==> src/hw/oag_pkg.sv <==
package oag_pkg;

    // Operand field bytes and instruction lengths
    localparam logic [1:0] LEN_ONE = 2'h1;
    localparam logic [1:0] LEN_TWO = 2'h2;
    localparam logic [1:0] LEN_THREE = 2'h3;
    localparam logic [7:0] PAGE_ZERO = 8'h00;
    localparam int OFF_SIGN_BIT = 7;

    // Opcode map: column nibble selects the mode
    localparam logic [3:0] COL_BITBR = 4'h0;
    localparam logic [3:0] COL_REL = 4'h2;
    localparam logic [3:0] COL_DIR_RMW = 4'h3;
    localparam logic [3:0] COL_INH_A = 4'h4;
    localparam logic [3:0] COL_INH_X = 4'h5;
    localparam logic [3:0] COL_IX1_RMW = 4'h6;
    localparam logic [3:0] COL_IX_RMW = 4'h7;
    localparam logic [3:0] COL_INH_8 = 4'h8;
    localparam logic [3:0] COL_INH_9 = 4'h9;
    localparam logic [3:0] COL_IMM = 4'ha;
    localparam logic [3:0] COL_DIR = 4'hb;
    localparam logic [3:0] COL_EXT = 4'hc;
    localparam logic [3:0] COL_IX2 = 4'hd;
    localparam logic [3:0] COL_IX1 = 4'he;
    localparam logic [3:0] COL_IX = 4'hf;
    localparam logic [3:0] ROW_BSR = 4'hd;

    typedef enum logic [7:0] {
        OAG_MODE_INH = 8'h01,
        OAG_MODE_IMM = 8'h02,
        OAG_MODE_DIR = 8'h04,
        OAG_MODE_EXT = 8'h08,
        OAG_MODE_IX = 8'h10,
        OAG_MODE_IX1 = 8'h20,
        OAG_MODE_IX2 = 8'h40,
        OAG_MODE_REL = 8'h80
    } oag_mode_e;

    typedef enum logic [4:0] {
        OAG_ST_OPC = 5'h01,
        OAG_ST_OP1 = 5'h02,
        OAG_ST_OP2 = 5'h04,
        OAG_ST_TEST = 5'h08,
        OAG_ST_DONE = 5'h10
    } oag_state_e;

    // One fetched instruction byte from the program stream
    typedef struct packed {
        logic valid;
        logic [7:0] data;
    } oag_byte_s;

    // Result of address generation for one instruction
    typedef struct packed {
        logic valid;
        oag_mode_e mode;
        logic [1:0] length;
        logic ea_valid;
        logic [15:0] ea;
        logic [7:0] imm;
        logic is_branch;
        logic bit_branch;
        logic [15:0] next_pc;
    } oag_result_s;

endpackage : oag_pkg

==> src/hw/oag_top.sv <==
`timescale 1ns/1ps
`default_nettype none

module oag_top (
    input wire logic clk_i,
    input wire logic rstn_i,
    input wire logic start_i,
    input wire logic [15:0] pc_i,
    input wire logic [7:0] index_i,
    input wire oag_pkg::oag_byte_s fetch_i,
    input wire logic cond_i,
    input wire logic test_valid_i,
    input wire logic [7:0] test_data_i,
    output logic fetch_req_o,
    output logic [15:0] fetch_addr_o,
    output logic test_req_o,
    output logic [15:0] test_addr_o,
    output oag_pkg::oag_result_s result_o,
    output logic carry_we_o,
    output logic carry_o,
    output logic busy_o
);

    ////////////////////////////////////////////////////////////////////////
    // Arithmetic helpers

    function automatic logic [15:0] rel_target(input logic [15:0] next_pc,
                                               input logic [7:0] off);
        logic [15:0] ext;
        ext = {{8{off[oag_pkg::OFF_SIGN_BIT]}}, off};
        rel_target = next_pc + ext;
    endfunction : rel_target

    function automatic logic [15:0] page_zero(input logic [7:0] low);
        page_zero = {oag_pkg::PAGE_ZERO, low};
    endfunction : page_zero

    ////////////////////////////////////////////////////////////////////////
    // Decode and state

    oag_pkg::oag_state_e state_q;
    oag_pkg::oag_mode_e mode_q;
    oag_pkg::oag_mode_e dec_mode;
    logic [1:0] dec_len;
    logic dec_bitbr;
    logic [1:0] len_q;
    logic bitbr_q;
    logic [7:0] opc_q;
    logic [7:0] op1_q;
    logic [15:0] pc_q;
    logic [15:0] addr_q;

    oag_mode_decode u_dec (
        .opcode_i(fetch_i.data),
        .mode_o(dec_mode),
        .length_o(dec_len),
        .bit_branch_o(dec_bitbr)
    );

    logic [15:0] next_pc;
    assign next_pc = pc_q + {14'h0000, len_q};

    logic bit_val;
    assign bit_val = test_data_i[opc_q[3:1]];

    // Tested byte stands only in its answer cycle, so decide from the held carry
    // Bit-set branch has an even row, bit-clear an odd row
    logic bit_cond;
    assign bit_cond = opc_q[0] ? ~carry_o : carry_o;

    logic [8:0] ix1_sum;
    assign ix1_sum = {1'b0, index_i} + {1'b0, fetch_i.data};

    logic [15:0] ix2_sum;
    assign ix2_sum = {op1_q, fetch_i.data} + {8'h00, index_i};

    ////////////////////////////////////////////////////////////////////////
    // Sequencer

    always_ff @(posedge clk_i or negedge rstn_i) begin
        if (!rstn_i) begin
            state_q <= oag_pkg::OAG_ST_OPC;
            mode_q <= oag_pkg::OAG_MODE_INH;
            len_q <= oag_pkg::LEN_ONE;
            bitbr_q <= 1'b0;
            opc_q <= 8'h00;
            op1_q <= 8'h00;
            pc_q <= 16'h0000;
            addr_q <= 16'h0000;
        end else begin
            case (state_q)
                oag_pkg::OAG_ST_OPC: begin
                    if (fetch_i.valid && busy_o) begin
                        opc_q <= fetch_i.data;
                        mode_q <= dec_mode;
                        len_q <= dec_len;
                        bitbr_q <= dec_bitbr;
                        if (dec_len == oag_pkg::LEN_ONE) begin
                            state_q <= oag_pkg::OAG_ST_DONE;
                            if (dec_mode == oag_pkg::OAG_MODE_IX) begin
                                addr_q <= page_zero(index_i);
                            end else begin
                                addr_q <= 16'h0000;
                            end
                        end else begin
                            state_q <= oag_pkg::OAG_ST_OP1;
                        end
                    end else if (start_i && !busy_o) begin
                        pc_q <= pc_i;
                    end
                end
                oag_pkg::OAG_ST_OP1: begin
                    if (fetch_i.valid) begin
                        op1_q <= fetch_i.data;
                        case (mode_q)
                            oag_pkg::OAG_MODE_DIR: begin
                                addr_q <= page_zero(fetch_i.data);
                            end
                            oag_pkg::OAG_MODE_IX1: begin
                                addr_q <= {7'h00, ix1_sum};
                            end
                            default: begin
                                addr_q <= 16'h0000;
                            end
                        endcase
                        if (len_q == oag_pkg::LEN_THREE) begin
                            state_q <= oag_pkg::OAG_ST_OP2;
                        end else begin
                            state_q <= oag_pkg::OAG_ST_DONE;
                        end
                    end
                end
                oag_pkg::OAG_ST_OP2: begin
                    if (fetch_i.valid) begin
                        op1_q <= bitbr_q ? fetch_i.data : op1_q;
                        case (mode_q)
                            oag_pkg::OAG_MODE_EXT: begin
                                addr_q <= {op1_q, fetch_i.data};
                            end
                            oag_pkg::OAG_MODE_IX2: begin
                                addr_q <= ix2_sum;
                            end
                            default: begin
                                addr_q <= addr_q;
                            end
                        endcase
                        state_q <= bitbr_q ? oag_pkg::OAG_ST_TEST : oag_pkg::OAG_ST_DONE;
                    end
                end
                oag_pkg::OAG_ST_TEST: begin
                    if (test_valid_i) begin
                        state_q <= oag_pkg::OAG_ST_DONE;
                    end
                end
                oag_pkg::OAG_ST_DONE: begin
                    state_q <= oag_pkg::OAG_ST_OPC;
                    pc_q <= next_pc;
                end
                default: begin
                    state_q <= oag_pkg::OAG_ST_OPC;
                end
            endcase
        end
    end

    ////////////////////////////////////////////////////////////////////////
    // Busy: armed by start, ends as the result is issued

    always_ff @(posedge clk_i or negedge rstn_i) begin
        if (!rstn_i) begin
            busy_o <= 1'b0;
        end else if (state_q == oag_pkg::OAG_ST_DONE) begin
            busy_o <= 1'b0;
        end else if (start_i && state_q == oag_pkg::OAG_ST_OPC) begin
            busy_o <= 1'b1;
        end
    end

    ////////////////////////////////////////////////////////////////////////
    // Instruction fetch address

    always_ff @(posedge clk_i or negedge rstn_i) begin
        if (!rstn_i) begin
            fetch_req_o <= 1'b0;
            fetch_addr_o <= 16'h0000;
        end else if (start_i && !busy_o && state_q == oag_pkg::OAG_ST_OPC) begin
            fetch_req_o <= 1'b1;
            fetch_addr_o <= pc_i;
        end else if (fetch_i.valid && fetch_req_o) begin
            if ((state_q == oag_pkg::OAG_ST_OPC && dec_len != oag_pkg::LEN_ONE) ||
                (state_q == oag_pkg::OAG_ST_OP1 && len_q == oag_pkg::LEN_THREE)) begin
                fetch_addr_o <= fetch_addr_o + 16'h0001;
            end else begin
                fetch_req_o <= 1'b0;
            end
        end
    end

    ////////////////////////////////////////////////////////////////////////
    // Tested location read for the bit branches

    always_ff @(posedge clk_i or negedge rstn_i) begin
        if (!rstn_i) begin
            test_req_o <= 1'b0;
            test_addr_o <= 16'h0000;
        end else if (state_q == oag_pkg::OAG_ST_OP2 && fetch_i.valid && bitbr_q) begin
            test_req_o <= 1'b1;
            test_addr_o <= addr_q;
        end else if (test_valid_i) begin
            test_req_o <= 1'b0;
        end
    end

    ////////////////////////////////////////////////////////////////////////
    // Result and carry

    logic taken;
    always_comb begin
        taken = 1'b0;
        if (mode_q == oag_pkg::OAG_MODE_REL) begin
            taken = cond_i;
        end else if (bitbr_q) begin
            taken = bit_cond;
        end
    end

    always_ff @(posedge clk_i or negedge rstn_i) begin
        if (!rstn_i) begin
            result_o <= '0;
            carry_we_o <= 1'b0;
            carry_o <= 1'b0;
        end else begin
            result_o.valid <= 1'b0;
            carry_we_o <= 1'b0;
            if (state_q == oag_pkg::OAG_ST_TEST && test_valid_i) begin
                carry_we_o <= 1'b1;
                carry_o <= bit_val;
            end
            if (state_q == oag_pkg::OAG_ST_DONE) begin
                result_o.valid <= 1'b1;
                result_o.mode <= mode_q;
                result_o.length <= len_q;
                result_o.bit_branch <= bitbr_q;
                result_o.is_branch <= (mode_q == oag_pkg::OAG_MODE_REL) || bitbr_q;
                result_o.ea_valid <= !(mode_q == oag_pkg::OAG_MODE_INH ||
                                       mode_q == oag_pkg::OAG_MODE_IMM ||
                                       mode_q == oag_pkg::OAG_MODE_REL);
                result_o.ea <= addr_q;
                result_o.imm <= (mode_q == oag_pkg::OAG_MODE_IMM) ? op1_q : 8'h00;
                if (taken) begin
                    result_o.next_pc <= rel_target(next_pc, op1_q);
                end else begin
                    result_o.next_pc <= next_pc;
                end
            end
        end
    end

endmodule : oag_top

`default_nettype wire

==> src/hw/oag_mode_decode.sv <==
`timescale 1ns/1ps
`default_nettype none

module oag_mode_decode (
    input wire logic [7:0] opcode_i,
    output oag_pkg::oag_mode_e mode_o,
    output logic [1:0] length_o,
    output logic bit_branch_o
);

    logic [3:0] col;
    assign col = opcode_i[7:4];

    always_comb begin
        bit_branch_o = 1'b0;
        mode_o = oag_pkg::OAG_MODE_INH;
        length_o = oag_pkg::LEN_ONE;
        case (col)
            oag_pkg::COL_BITBR: begin
                mode_o = oag_pkg::OAG_MODE_DIR;
                length_o = oag_pkg::LEN_THREE;
                bit_branch_o = 1'b1;
            end
            oag_pkg::COL_REL: begin
                mode_o = oag_pkg::OAG_MODE_REL;
                length_o = oag_pkg::LEN_TWO;
            end
            oag_pkg::COL_DIR_RMW, oag_pkg::COL_DIR: begin
                mode_o = oag_pkg::OAG_MODE_DIR;
                length_o = oag_pkg::LEN_TWO;
            end
            oag_pkg::COL_INH_A, oag_pkg::COL_INH_X, oag_pkg::COL_INH_8,
            oag_pkg::COL_INH_9: begin
                mode_o = oag_pkg::OAG_MODE_INH;
                length_o = oag_pkg::LEN_ONE;
            end
            oag_pkg::COL_IMM: begin
                // Branch to subroutine sits in the immediate column
                if (opcode_i[3:0] == oag_pkg::ROW_BSR) begin
                    mode_o = oag_pkg::OAG_MODE_REL;
                end else begin
                    mode_o = oag_pkg::OAG_MODE_IMM;
                end
                length_o = oag_pkg::LEN_TWO;
            end
            oag_pkg::COL_EXT: begin
                mode_o = oag_pkg::OAG_MODE_EXT;
                length_o = oag_pkg::LEN_THREE;
            end
            oag_pkg::COL_IX2: begin
                mode_o = oag_pkg::OAG_MODE_IX2;
                length_o = oag_pkg::LEN_THREE;
            end
            oag_pkg::COL_IX1, oag_pkg::COL_IX1_RMW: begin
                mode_o = oag_pkg::OAG_MODE_IX1;
                length_o = oag_pkg::LEN_TWO;
            end
            oag_pkg::COL_IX, oag_pkg::COL_IX_RMW: begin
                mode_o = oag_pkg::OAG_MODE_IX;
                length_o = oag_pkg::LEN_ONE;
            end
            default: begin
                mode_o = oag_pkg::OAG_MODE_INH;
                length_o = oag_pkg::LEN_ONE;
            end
        endcase
    end

endmodule : oag_mode_decode

`default_nettype wire

==> config.mk <==
export PLATFORM = sky130hd
export DESIGN_NAME = oag_top
export DESIGN_NICKNAME = d
export VERILOG_FILES = /design/src/hw/oag_pkg.sv /design/src/hw/oag_top.sv /design/src/hw/oag_mode_decode.sv
export SDC_FILE = /design/constraint.sdc
export NUM_CORES = 1
export LEC_CHECK = 0
export BUFFER_PORTS_ARGS = -buffer_cell sky130_fd_sc_hd__buf_2
export CORE_MARGIN = 2
export CORE_UTILIZATION = 26
export DETAILED_ROUTE_END_ITERATION = 7
export HOLD_SLACK_MARGIN = 0.05
export MAX_ROUTING_LAYER = met4
export PLACE_DENSITY = 0.47
export SYNTH_ARGS = -nofsm -noshare
export SYNTH_HDL_FRONTEND = slang
export SYNTH_SLANG_ARGS = --single-unit
export TNS_END_PERCENT = 1
==> constraint.sdc <==
create_clock -name clk_i -period 9.3 [get_ports clk_i]
set_input_delay 0.465 -clock clk_i [delete_from_list [all_inputs] [get_ports clk_i]]
set_output_delay 0.465 -clock clk_i [all_outputs]
set_load 0.02 [all_outputs]
* After elaboration in Yosys (flattened, before gate mapping)
Cells that the tools add are included.
** Storage, ports and cells
- Register bits after elaboration :: 151
- Input port bits :: 46
- Output and inout bits :: 91
- Word-level logic and storage cells :: 150
** Operators by class
- Add/sub/neg operators :: 5
- Order comparisons :: 1
- Eq/ne operators :: 37
- Muxes and demuxes :: 46
- Bitwise operators :: 1
- Reductions and logical operators :: 36
** Operators with widths (count)
- 16-bit 2-to-1 mux :: 10
- 16-bit one-hot mux with 2 select lines :: 2
- 8-bit one-hot mux with 7 select lines :: 1
- 54-bit 2-to-1 mux :: 1
- 8-bit 2-to-1 mux :: 6
- 16-bit one-hot mux with 3 select lines :: 1
- 5-bit 2-to-1 mux :: 7
- 4-bit == test, second input constant :: 7
- 5-bit one-hot mux with 4 select lines :: 1
- 2-bit inequality test, second input constant :: 9
- 9-bit one-hot mux with 2 select lines :: 1
- 16-bit by 1-bit adder with 16-bit output, second input constant :: 1
- 16-bit adder :: 1
- 16-bit by 2-bit adder with 16-bit output :: 1
- 16-bit by 8-bit adder with 16-bit output :: 1
- 8-bit one-hot mux with 2 select lines :: 1
- 1-bit 2-to-1 mux :: 13
- 2-bit nonzero test :: 6
- 1-bit logical AND :: 10
- 8-bit by 8-bit adder with 9-bit output :: 1
- 4-bit by 2-bit == test with 1-bit output, second input constant :: 2
- 4-bit by 3-bit == test with 1-bit output, second input constant :: 2
- 8-bit by 1-bit == test with 1-bit output, second input constant :: 1
- 8-bit by 2-bit == test with 1-bit output, second input constant :: 1
- 30 further kinds :: 39

* Longest topological paths before layout
Gate-level depths: netlist (run 1).
- Depth after elaboration :: 9
- Gate-level depth with buffers :: 16
- Depth with buffers taken out :: 15

* Modules after synthesis
Synthesis (run 1) repeated with hierarchy kept, for this count alone.
** Second synthesis, totals
- Cell total of the unflattened synthesis :: 835
- Area total of the unflattened synthesis :: 8146.6 um^2
** Modules (own cells, without submodules)
- oag_top :: times used 1, cells an instance 813, area an instance 7998.9 um^2, sequential area each 3782.4 um^2
- oag_mode_decode :: times used 1, cells an instance 22, area an instance 147.6 um^2, sequential area each 0.0 um^2

* Least setup slack after synthesis (run 1)
No wires, ideal clock.
- Path type :: register to register
- From :: register len_q[0]
- To :: register result_o[15] in the netlist's numbering
- Library setup time :: 69 ps
- Arrival time :: 3469 ps
- Data required time :: 9231 ps
- Slack :: 5762 ps
- Cell stages (with the launch flop) :: 16
- Path buffers :: 0
- Cells stage by stage :: dfstp_2 -> ha_1 -> fa_1 -> and3_1 -> and2_1 -> nand2_1 -> xor2_1 -> inv_1 -> ha_1 -> a21o_1 -> a31o_2 -> a221oi_1 -> o41ai_1 -> xnor2_1 -> or4_1 -> nand3_1
** On the way
- Cells in the longest elaborated chain, start to end :: 3
** Ends and longest elaborated chain
- from (decl) :: RTL line oag_top.sv:46 : logic [1:0] len_q;
- from (signal assigned) :: RTL line oag_top.sv:84 : len_q <= oag_pkg::LEN_ONE;
- from (signal assigned) :: RTL line oag_top.sv:96 : len_q <= dec_len;
- 16-bit by 2-bit adder with 16-bit output (*) :: RTL line oag_top.sv:61 : assign next_pc = pc_q + {14'h0000, len_q};
- 16-bit adder :: RTL line oag_top.sv:31 : rel_target = next_pc + ext;
- 16-bit 2-to-1 mux (*) :: RTL line oag_top.sv:250 : if (taken) begin
- to (decl) :: RTL line oag_top.sv:18 : output oag_pkg::oag_result_s result_o,
Every way passes the cells marked *; elsewhere a longest branch is shown, timed or not.
A chain may end at the register's enable or synchronous reset.

* Final worst setup path (run 1)
Same ends and word-level chain as after synthesis.

==> out/metrics.yaml, run 1 <==
status:
  outcome: "finished, final reports clean"
sta:
  finClkSkew_ns: 0.0155
  slew-limit-headroom_pct: 29.8
  rsz0062_at_grt: "false"
  timing.final.crit_share_pct: 41.5
  setup_viol: 0
  fmax_ghz: 0.259
  hold_ws_ns: 0.0634
  final_hold_viol_count: 0
  worst_pin_slew_ns: 1.05
  period_minus_slack_ns: 3.86
  setup_tns_ns: 0
  layout_setup_ws_ns: 5.44
  maxSlewViolCount: 0
clock_network:
  cts_max_level: 4
  clk_pin_slew_ns: 0.07
  cts_tree: "built"
  ctsResizeCount: 0
  cts_made_buffers: 17
  hold_buffers: 0
  postCtsSetupRepairBufs: 0
  clock_tree.buffer_depth: 2
  clock-sinks: 151
  insertion_delay_ns: 0.44
  root_buffer: "clkbuf_16"
pwr:
  p_leak_nw: 4.75
  combPwrFrac_pct: 43.7
  p_int_mw: 1.89
  switchingPower_mw: 1.43
  seqPwrFrac_pct: 33.8
  clockPowerShare_pct: 22.5
  peakVddDrop_v: 0.000160
  switching_share_pct: 43.0
  power.density_nw_per_um2: 334
global_route:
  grt.total_usage_pct: 15.3
  grt_pass1_vias: 6614
  antenna_found_initial: 0
  grt-ovfl-total: 0
  grt_pass1_wl_um: 38600
  grt_max_degree: 80
detailed_routing:
  wl_per_cell_um: 17.1
  drc: 0
  drtIter0Drc: 371
  drt_pass1_iterations: 5
  vias: 6740
  drt_wl_total_um: 24000
  ant_nets: 0
  detail_route.vias_per_cell: 4.79
synthesis:
  synth_warnings: 0
  avgSynthCellArea_sq_um: 9.49
  synthCells: 871
  synth-edff-count: 0
  synth_top_flop_cell: "dfrtp_1"
  ys_seq_area_share_pct: 45.7
  synth_nets: 949
  synthArstFlopShare_pct: 100
  ys_ff_latch: 151
  yosysUniqueCellTypes: 73
  synth_area_sq_um: 8270
layout:
  antenna_cells: 0
  seqCellArea_sq_um: 3780
  drive_gt1_share_pct: 22.8
  stdcell_area_sq_um: 9940
  fin_cells: 1406
  multi_input_area_sq_um: 4230
  fillers: 3292
  syn_to_final_growth_pct: 20.2
  layout.nets: 1069
critical_path:
  timing.rr.start: "len_q[0]$_DFFE_PN1P_"
  crit_start: "len_q[0]$_DFFE_PN1P_"
  worst_setup_path_end_kind: "flip-flop"
  r2r_end: "result_o[15]$_DFFE_PN0P_"
  endpoint: "result_o[15]$_DFFE_PN0P_"
  crit_arrival_ns: 4.23
  ff2ff_setup_slack_ns: 5.44
  cp.required_ns: 9.66
  worstSetupStartpointType: "flip-flop"
  timing_worst_setup_path_type: "reg2reg"
  reg2regPathDepth: 15
  cp_max_fo: 6
placement:
  gp_congestion: 0.840
  placedInstanceArea_sq_um: 9320
  pre_cts_slack_ns: 5.45
  port_buffers: 136
  placed_cells: 1374
  hpwl_um: 17300
die:
  die_h_um: 182
  row_count: 65
  dieArea_sq_um: 33200
  fp.dieW_um: 182
  io_pins: 137
  start_util_pct: 26.3
  fp.coreArea_sq_um: 31500
run:
  maxCapViolCount: 0
min_path:
  hold_class: "in2async"
-- synth_stat cells, drive strengths merged (7+ instances only) --
cell / count / area (sq um)
mux2i: 8 / 80.1
nor4: 7 / 65.1
mux2: 32 / 360
nand2: 188 / 708
a21oi: 35 / 179
clkbuf: 27 / 101
nand4: 15 / 93.8
xor2: 25 / 219
buf: 16 / 103
and3: 12 / 76.3
a21o: 11 / 82.6
o21ai: 57 / 293
nor2: 51 / 191
ha: 29 / 363
xnor2: 31 / 272
a22o: 9 / 78.8
inv: 15 / 56.3
dfrtp: 148 / 3700
a222oi: 8 / 80.1
a31oi: 11 / 68.8
nand3: 20 / 105
nor3: 14 / 70.1
-- power groups by stage --
stage	Sequential [mW]	Clock (mW)	Combinational (mW)
after detailed placement	1.13	0	1.46
after floorplan	1.18	0	0.969
final	1.12	0.747	1.45
after global routing	1.16	0.798	1.64
after global placement	1.13	0	1.45
after CTS	1.12	0.770	1.46
-- logic make-up after synthesis --
family | share of synthesized area (%)
AO/OA/AOI/OAI | 15.3
XOR/XNOR | 5.93
adder cells (fa/ha/maj) | 5.12
buffers and inverters | 3.15
flip-flops | 45.7
multiplexers | 5.87
AND/OR/NAND/NOR | 18.9
-- cell usage in the layout (no fill, tap or decap), drive strengths merged, types with 6 or more instances in the layout --
| cell type | synthesis | routed |
|---|---|---|
| mux2i | 8 | 8 |
| mux2 | 32 | 32 |
| a21oi | 35 | 35 |
| clkbuf | 27 | 18 |
| dfrtp | 148 | 148 |
| nor2 | 51 | 51 |
| o21ai | 57 | 57 |
| nand2 | 188 | 188 |
| xnor2 | 31 | 31 |
| ha | 29 | 29 |
| a31oi | 11 | 11 |
| nor3 | 14 | 14 |
| o31ai | 6 | 6 |
| nand3 | 20 | 20 |
| xor2 | 25 | 25 |
| and3 | 12 | 12 |
| nand4 | 15 | 15 |
| a21o | 11 | 11 |
| nor4 | 7 | 7 |
| a222oi | 8 | 8 |
| buf | 16 | 144 |
| a22o | 9 | 9 |
| nand2b | 6 | 6 |
| inv | 15 | 22 |
-- metrics by stage --
step	utilization (%)	total power, mW
after CTS	31.6	3.36
final	31.6	3.32
after detailed placement	29.6	2.59
after global routing	31.6	3.59
after global placement	29.6	2.58
after floorplan	-	2.14
-- worst max-delay path, stage by stage (launching register included) --
cell	delay, ns
dfstp_2	0.39
ha_1	0.22
fa_1	0.45
and3_1	0.21
and2_1	0.20
nand2_1	0.09
xor2_1	0.25
inv_1	0.07
ha_1	0.36
a21o_1	0.24
a31o_2	0.26
a221oi_1	0.25
o41ai_1	0.14
xnor2_1	0.16
or4_1	0.41
nand3_1	0.09
-- state kept, by name, summed over array words and instances, names as in the netlist, 2 cells and up --
register,flops
addr_q,16
fetch_addr_o,16
len_q,2
mode_q,8
op1_q,8
opc_q,4
pc_q,16
result_o,54
state_q,5
test_addr_o,16
-- metal layers --
metal  up-vias  global-route usage [%]  wire, um
met3        24                    2.51       932
li1       3342                       -         -
met2       161                    21.9     10200
met1      3213                    22.2     12500
met5         -                       -         0
met4         0                    4.65       413
-- area by class of cell --
type	count	area share, %
multi-input combinational	662	42.5
sequential	151	38.0
timing repair buffer	144	7.51
tap	402	5.06
clock buffer	18	4.42
clock inverter	14	1.85
inverter	15	0.566
-- how the worst min path moves through the flow --
stage,cells past startpoint,endpoint,slack [ns]
2_1_floorplan,0,addr_q[0]$_DFFE_PN0P_,0.17
3_3_place_gp,2,result_o[35]$_DFFE_PN0P_,0.45
3_5_place_dp,2,result_o[37]$_DFFE_PN0P_,0.46
4_1_cts,1,result_o[20]$_DFFE_PN0P_,0.09
5_1_grt,1,result_o[20]$_DFFE_PN0P_,0.11
6_report,1,result_o[8]$_DFFE_PN0P_,0.06
Note: power is estimated with default switching activity, not from simulation.
==> run 2: changes to the inputs <==
--- a/config.mk
+++ b/config.mk
@@ -11,7 +11,7 @@
 export DETAILED_ROUTE_END_ITERATION = 7
 export HOLD_SLACK_MARGIN = 0.05
 export MAX_ROUTING_LAYER = met4
-export PLACE_DENSITY = 0.47
+export PLACE_DENSITY = 0.48
 export SYNTH_ARGS = -nofsm -noshare
 export SYNTH_HDL_FRONTEND = slang
 export SYNTH_SLANG_ARGS = --single-unit
==> constraint.sdc (replaced) <==
create_clock -name clk_i -period 3.55 [get_ports clk_i]
set_input_delay 0.1775 -clock clk_i [delete_from_list [all_inputs] [get_ports clk_i]]
set_output_delay 0.1775 -clock clk_i [all_outputs]
set_load 0.02 [all_outputs]
==> run 2 against run 1 <==
Net effect: clock power grew 150%; register-to-register slack lost 5.3 ns; utilization grew 1.3 points; combinational power grew to 2.8 times the previous value; sequential share of layout area shrank 1.5 points; clock-buffer cell count shrank 1; cell count grew 3.0%; clock skew shrank 0.0019 ns.
==> out/metrics.yaml, run 2 (synthesis gave the netlist of run 1 again) <==
clock_network:
  clock-sinks: 151  # unchanged
  cts_made_buffers: 17  # unchanged
  cts_tree: "built"
  insertion_delay_ns: 0.43  # about the same
  cts_max_level: 4  # unchanged
  clk_pin_slew_ns: 0.07  # about the same
  clock_tree.buffer_depth: 2  # unchanged
  root_buffer: "clkbuf_16"
sta:
  timing.final.crit_share_pct: 96.5  # +55 points
  maxSlewViolCount: 0  # unchanged
  hold_ws_ns: 0.100  # +0.0368 ns
  final_hold_viol_count: 0  # unchanged
  layout_setup_ws_ns: 0.123  # -5.31 ns
  fmax_ghz: 0.292  # +13%
  finClkSkew_ns: 0.0136  # -0.00190 ns
  worst_pin_slew_ns: 0.833  # -0.220 ns
  setup_viol: 0  # unchanged
  rsz0062_at_grt: "true"
  period_minus_slack_ns: 3.43  # -0.437 ns
  setup_tns_ns: 0  # unchanged
  slew-limit-headroom_pct: 44.4  # +15 points
pwr:
  seqPwrFrac_pct: 32.9  # -0.9 points
  switchingPower_mw: 3.84  # +170%
  switching_share_pct: 43.0  # +0.064 points
  power.density_nw_per_um2: 863  # +160%
  p_int_mw: 5.08  # +170%
  peakVddDrop_v: 0.000385  # +140%
  clockPowerShare_pct: 20.8  # -1.7 points
  combPwrFrac_pct: 46.3  # +2.6 points
  p_leak_nw: 4.94  # +4.0%
layout:
  mostFrequentLayoutCells: "nand2_1 (187), dfrtp_1 (148), buf_2 (135)"
  layout_commonest_cell: "nand2_1"
  syn_to_final_growth_pct: 25.0
  drive_gt1_share_pct: 25.2  # +2.4 points
  layout.nets: 1111  # +3.9%
  stdcell_area_sq_um: 10300  # +4.0%
  largest_reg_flops: 54  # unchanged
  antenna_cells: 0  # unchanged
  fillers: 3272  # -0.61%
  top_register: "result_o"
placement:
  pre_cts_slack_ns: -0.0516  # -5.50 ns
  placedInstanceArea_sq_um: 9480  # +1.8%
  gp_congestion: 0.875  # +4.1%
  hpwl_um: 18000  # +4.0%
  port_buffers: 136  # unchanged
die:
  fp.coreArea_sq_um: 31500  # unchanged
  fp.dieW_um: 182  # unchanged
  row_count: 65  # unchanged
  die_h_um: 182  # unchanged
  io_pins: 137  # unchanged
  start_util_pct: 26.3  # unchanged
  dieArea_sq_um: 33200  # unchanged
detailed_routing:
  drt_wl_total_um: 24900  # +3.6%
  vias: 7044  # +4.5%
  wl_per_cell_um: 17.2  # +0.62%
  ant_nets: 0  # unchanged
  drtIter0Drc: 396  # +6.7%
  drc: 0  # unchanged
  drt_pass1_iterations: 5  # unchanged
  detail_route.vias_per_cell: 4.86  # +1.5%
critical_path:
  cp_slowest_cell: "dfstp_2"
  cp_max_fo: 4  # -2
  worstSetupStartpointType: "flip-flop"
  timing_worst_setup_path_type: "reg2reg"
  max_stage_delay_ns: 0.54  # +0.09 ns
  worst_setup_path_end_kind: "flip-flop"
  cp.required_ns: 3.91  # -5.75 ns
  cp_cell_sequence: "ha_2 > fa_2 > and3_4 > and2_4 > nand2_1 > xor2_2 > inv_1 > ha_1 > a21o_1 > a31o_2 > a221oi_2 > o41ai_2 > xnor2_1 > or4_1 > nand3_1"
  crit_arrival_ns: 3.78  # -0.45 ns
global_route:
  grt-ovfl-total: 0  # unchanged
  grt_pass1_wl_um: 39600  # +2.8%
  grt_max_degree: 76  # -5.0%
  grt.total_usage_pct: 15.7  # +0.35 points
  antenna_found_initial: 0  # unchanged
  grt_pass1_vias: 6842  # +3.4%
run:
  maxCapViolCount: 0  # unchanged
min_path:
  hold_class: "in2reg"
status:
  outcome: "finished, final reports clean"
==> run 2: cell types whose count changed in the layout (fill, tap and decap cells not counted), moves of 2 or more <==
cell,delta
o21ai_1,+2
xor2_2,+2
o21ai_0,-2
xor2_1,-2
dlygate4sd3_1,+18
clkinv_2,+2
buf_4,+24
ha_1,-2
==> run 2: cell type report <==
class                   instances  area [sq um]  share of cell area (%)
inverters                      15          56.3                   0.545
clock buffers                  17           425                    4.12
flip-flops and latches        151          3780                    36.6
clock inverters                15           165                    1.60
repair buffers                186          1110                    10.7
multi-input cells             662          4300                    41.6
well taps                     402           503                    4.87
==> run 2: critical path: cells and delay by family (launching register included) <==
| family | cells | cell delay (ns) |
|---|---|---|
| compound gates | 4 | 0.83 |
| simple gates | 5 | 0.93 |
| fa+ha+maj | 3 | 0.68 |
| buf+inv | 1 | 0.06 |
| xor+xnor | 2 | 0.31 |
| flops | 1 | 0.54 |
==> run 2: metrics by stage <==
| stage | util (%) | cells | power (mW) |
|---|---|---|---|
| after CTS | 32.7 | 1447 | 8.95 |
| after global routing | 32.8 | 1448 | 9.61 |
| after floorplan | - | 871 | 5.62 |
| after detailed placement | 30.1 | 1396 | 6.98 |
| final | 32.8 | 1448 | 8.92 |
| after global placement | 30.1 | 1396 | 6.96 |
==> run 2: metal layers <==
| metal | GRT usage [%] | part of all wire, % |
|---|---|---|
| met3 | 2.29 | 4.4 |
| met4 | 4.23 | 1.2 |
| met1 | 22.3 | 50 |
| met2 | 23.3 | 44 |
| met5 | - | 0 |
==> run 2: power by group through the flow <==
| stage | clock network, mW | logic, mW | registers (mW) |
|---|---|---|---|
| detailed placement | 0 | 4.02 | 2.97 |
| floorplan | 0 | 2.54 | 3.08 |
| global placement | 0 | 4.00 | 2.96 |
| finish | 1.85 | 4.13 | 2.94 |
| global route | 1.97 | 4.61 | 3.03 |
| CTS | 1.91 | 4.09 | 2.94 |
==> run 2: final timing paths <==
check                                    startpoint                  endpoint  slack (ns)  cells past startpoint
hold / removal                           fetch_i[0]      opc_q[0]$_DFFE_PN0P_        0.10                      2
max in group asynchronous                    rstn_i      opc_q[0]$_DFFE_PN0P_        2.34                      3
hold reg to reg            result_o[33]$_DFFE_PN0P_  result_o[33]$_DFFE_PN0P_        0.46                      2
min in group asynchronous                    rstn_i   result_o[7]$_DFFE_PN0P_        0.34                      2
setup reg to reg               len_q[0]$_DFFE_PN1P_  result_o[15]$_DFFE_PN0P_        0.12                     15
setup / recovery               len_q[0]$_DFFE_PN1P_  result_o[15]$_DFFE_PN0P_        0.12                     15
==> run 2: repair_timing <==
| item | 4_1_cts | 5_1_grt |
|---|---|---|
| resized for setup | 3 | 10 |
| setup endpoints to repair | 1 | 5 |
| gates cloned | 0 | 0 |
| pin swaps | 1 | 1 |
| endpoints found under the hold margin | 85 | 0 |
| hold buffers | 18 | 0 |
| setup buffers | 1 | 1 |
==> run 3: changes to the inputs <==
--- a/config.mk
+++ b/config.mk
@@ -5,13 +5,13 @@
 export SDC_FILE = /design/constraint.sdc
 export NUM_CORES = 1
 export LEC_CHECK = 0
-export BUFFER_PORTS_ARGS = -buffer_cell sky130_fd_sc_hd__buf_2
 export CORE_MARGIN = 2
 export CORE_UTILIZATION = 26
 export DETAILED_ROUTE_END_ITERATION = 7
+export DONT_BUFFER_PORTS = 1
 export HOLD_SLACK_MARGIN = 0.05
 export MAX_ROUTING_LAYER = met4
-export PLACE_DENSITY = 0.48
+export PLACE_DENSITY = 0.45
 export SYNTH_ARGS = -nofsm -noshare
 export SYNTH_HDL_FRONTEND = slang
 export SYNTH_SLANG_ARGS = --single-unit
==> run 3 against run 2 <==
Net effect: the run now ends with negative hold slack left; sequential share of layout area is 1.1 points higher; maximum frequency is 0.18% higher; die area stayed put; setup slack better by 0.0062 ns; cell count is 7.7% lower; clock power is 4% higher; global-route usage is 0.68 points higher; via count is 5.6% lower; utilization is 0.94 points lower; register-to-register slack hardly changed; first-iteration DRC count is 24% higher; largest cell class unchanged; hold slack worse by 0.65 ns.
==> out/metrics.yaml, run 3 (synthesis gave the netlist of run 1 again) <==
status:
  outcome: "finished, violations left"
  violations: "negative hold slack"
sta:
  fmax_ghz: 0.292  # +0.18%
  maxSlewViolCount: 0  # unchanged
  worst_pin_slew_ns: 0.974  # +0.141 ns
  timing.final.crit_share_pct: 96.4  # -0.18 points
  setup_tns_ns: 0  # unchanged
  hold_ws_ns: -0.553  # -0.653 ns
  period_minus_slack_ns: 3.42  # -0.00624 ns
  final_hold_viol_count: 151  # +151
  finClkSkew_ns: 0.0103  # -0.00332 ns
  slew-limit-headroom_pct: 35.1  # -9.4 points
  setup_viol: 0  # unchanged
placement:
  gp_congestion: 0.870  # -0.55%
  placedInstanceArea_sq_um: 8800  # -7.2%
  placed_cells: 1258  # -9.9%
  hpwl_um: 17500  # -2.6%
  port_buffers: 0  # -100%
global_route:
  grt_pass1_vias: 6652  # -2.8%
  grt.total_usage_pct: 16.4  # +0.68 points
  grt_max_degree: 152  # +100%
  antenna_found_initial: 0  # unchanged
  grt-ovfl-total: 0  # unchanged
  grt_pass1_wl_um: 40400  # +1.8%
detailed_routing:
  drt_pass1_iterations: 5  # unchanged
  drc: 0  # unchanged
  drtIter0Drc: 493  # +24%
  detail_route.vias_per_cell: 4.98  # +2.3%
  wl_per_cell_um: 19.2  # +12%
  drt_wl_total_um: 25600  # +2.9%
  vias: 6651  # -5.6%
  ant_nets: 0  # unchanged
critical_path:
  cp_max_fo: 3  # -1
  critical_path.most_common_cell: "ha_4"
  critPathBufInv: 1  # unchanged
  worstSetupStartpointType: "flip-flop"
  worst_setup_path_end_kind: "flip-flop"
  crit_family: "simple AND/OR/NAND/NOR gates"
  cp_slowest_cell: "or4_1"
  timing_worst_setup_path_type: "reg2reg"
  max_stage_delay_ns: 0.50  # -0.04 ns
  crit_arrival_ns: 3.79  # about the same
  cp_cell_sequence: "ha_4 > fa_2 > and3_4 > and2_4 > nand2_2 > xor2_2 > inv_1 > ha_4 > a21o_1 > a31o_4 > a221oi_2 > o41ai_2 > xnor2_1 > or4_1 > nand3_1"
  cp.required_ns: 3.92  # about the same
die:
  start_util_pct: 26.3  # unchanged
  die_h_um: 182  # unchanged
  row_count: 65  # unchanged
  fp.dieW_um: 182  # unchanged
  dieArea_sq_um: 33200  # unchanged
  io_pins: 137  # unchanged
  fp.coreArea_sq_um: 31500  # unchanged
clock_network:
  cts_max_level: 4  # unchanged
  clock_tree.buffer_depth: 2  # unchanged
  insertion_delay_ns: 0.44  # about the same
  cts_tree: "built"
  hold_buffers: 39  # +21
  cts_made_buffers: 17  # unchanged
  root_buffer: "clkbuf_16"
  clk_pin_slew_ns: 0.07  # about the same
  clock-sinks: 151  # unchanged
pwr:
  combPwrFrac_pct: 41.3  # -5.0 points
  clockPowerShare_pct: 21.3  # +0.5 points
  switching_share_pct: 42.8  # -0.25 points
  p_leak_nw: 4.44  # -10%
  seqPwrFrac_pct: 37.4  # +4.5 points
  switchingPower_mw: 3.85  # +0.28%
  p_int_mw: 5.15  # +1.3%
  peakVddDrop_v: 0.000430  # +12%
  power.density_nw_per_um2: 897  # +3.8%
  totalPowerFinal_mw: 9.00  # +0.86%
layout:
  top_register: "result_o"
  drive_gt1_share_pct: 15.6  # -9.6 points
  syn_to_final_growth_pct: 21.4
  layout_commonest_cell: "nand2_1"
  antenna_cells: 0  # unchanged
  fin_cells: 1336  # -7.7%
  stdcell_area_sq_um: 10000  # -2.9%
  layout.nets: 999  # -10%
  largest_reg_flops: 54  # unchanged
  mostFrequentLayoutCells: "nand2_1 (185), dfrtp_1 (148), nor2_1 (51)"
run:
  maxCapViolCount: 0  # unchanged
min_path:
  hold_class: "in2async"
==> run 3: changes by cell type in the layout (fill, tap and decap cells not counted), moves of 5 or more <==
cell / delta
ha_1: -7
buf_2: -135
ha_4: +5
dlygate4sd3_1: +21
==> run 3: repair_timing <==
action                                  in CTS  in global routing
buffers inserted                             0                  7
endpoints found under the setup margin       1                  5
endpoints found under the hold margin      214                151
gates resized for setup                      1                 32
pin swaps                                    0                 10
==> run 3: power groups by stage <==
| stage | Clock, mW | Combinational (mW) | Sequential (mW) |
|---|---|---|---|
| after floorplan | 0 | 2.54 | 3.08 |
| after global placement | 0 | 3.31 | 3.37 |
| after detailed placement | 0 | 3.32 | 3.37 |
| after CTS | 1.98 | 3.42 | 3.34 |
| after global routing | 2.05 | 4.15 | 3.46 |
| final | 1.92 | 3.72 | 3.37 |
==> run 3: worst paths after layout <==
kind	from	slack [ns]	depth (start not counted)	to
min in group clk_i	fetch_i[8]	0.08	4	state_q[0]$_DFFE_PN1P_
min	rstn_i	-0.55	0	result_o[7]$_DFFE_PN0P_
max	pc_q[0]$_DFFE_PN0P_	0.13	15	result_o[15]$_DFFE_PN0P_
max reg2reg	pc_q[0]$_DFFE_PN0P_	0.13	15	result_o[15]$_DFFE_PN0P_
min reg2reg	addr_q[11]$_DFFE_PN0P_	0.50	2	addr_q[11]$_DFFE_PN0P_
max in group asynchronous	rstn_i	3.82	0	state_q[0]$_DFFE_PN1P_
==> run 3: area by class of cell <==
cell class	instances	area, sq um
fill	3221	21400
multi-input combinational	662	4420
sequential	151	3780
timing repair buffer	74	666
tap	402	503
clock buffer	19	443
clock inverter	13	168
inverter	15	56.3
==> run 3: per-layer routing <==
metal	global-route usage (%)	share of wire, %
met5	-	0
met4	4.84	1.7
met3	3.57	5.3
met2	23.6	45
met1	22.9	48
==> run 3: stage by stage <==
stage	setup slack (ns)	utilization, %
5_1_grt	-0.0328	31.9
3_5_place_dp	-0.00236	28.0
4_1_cts	0.0233	31.2
2_1_floorplan	0.0118	-
6_report	0.130	31.9
3_3_place_gp	0.0578	28.0
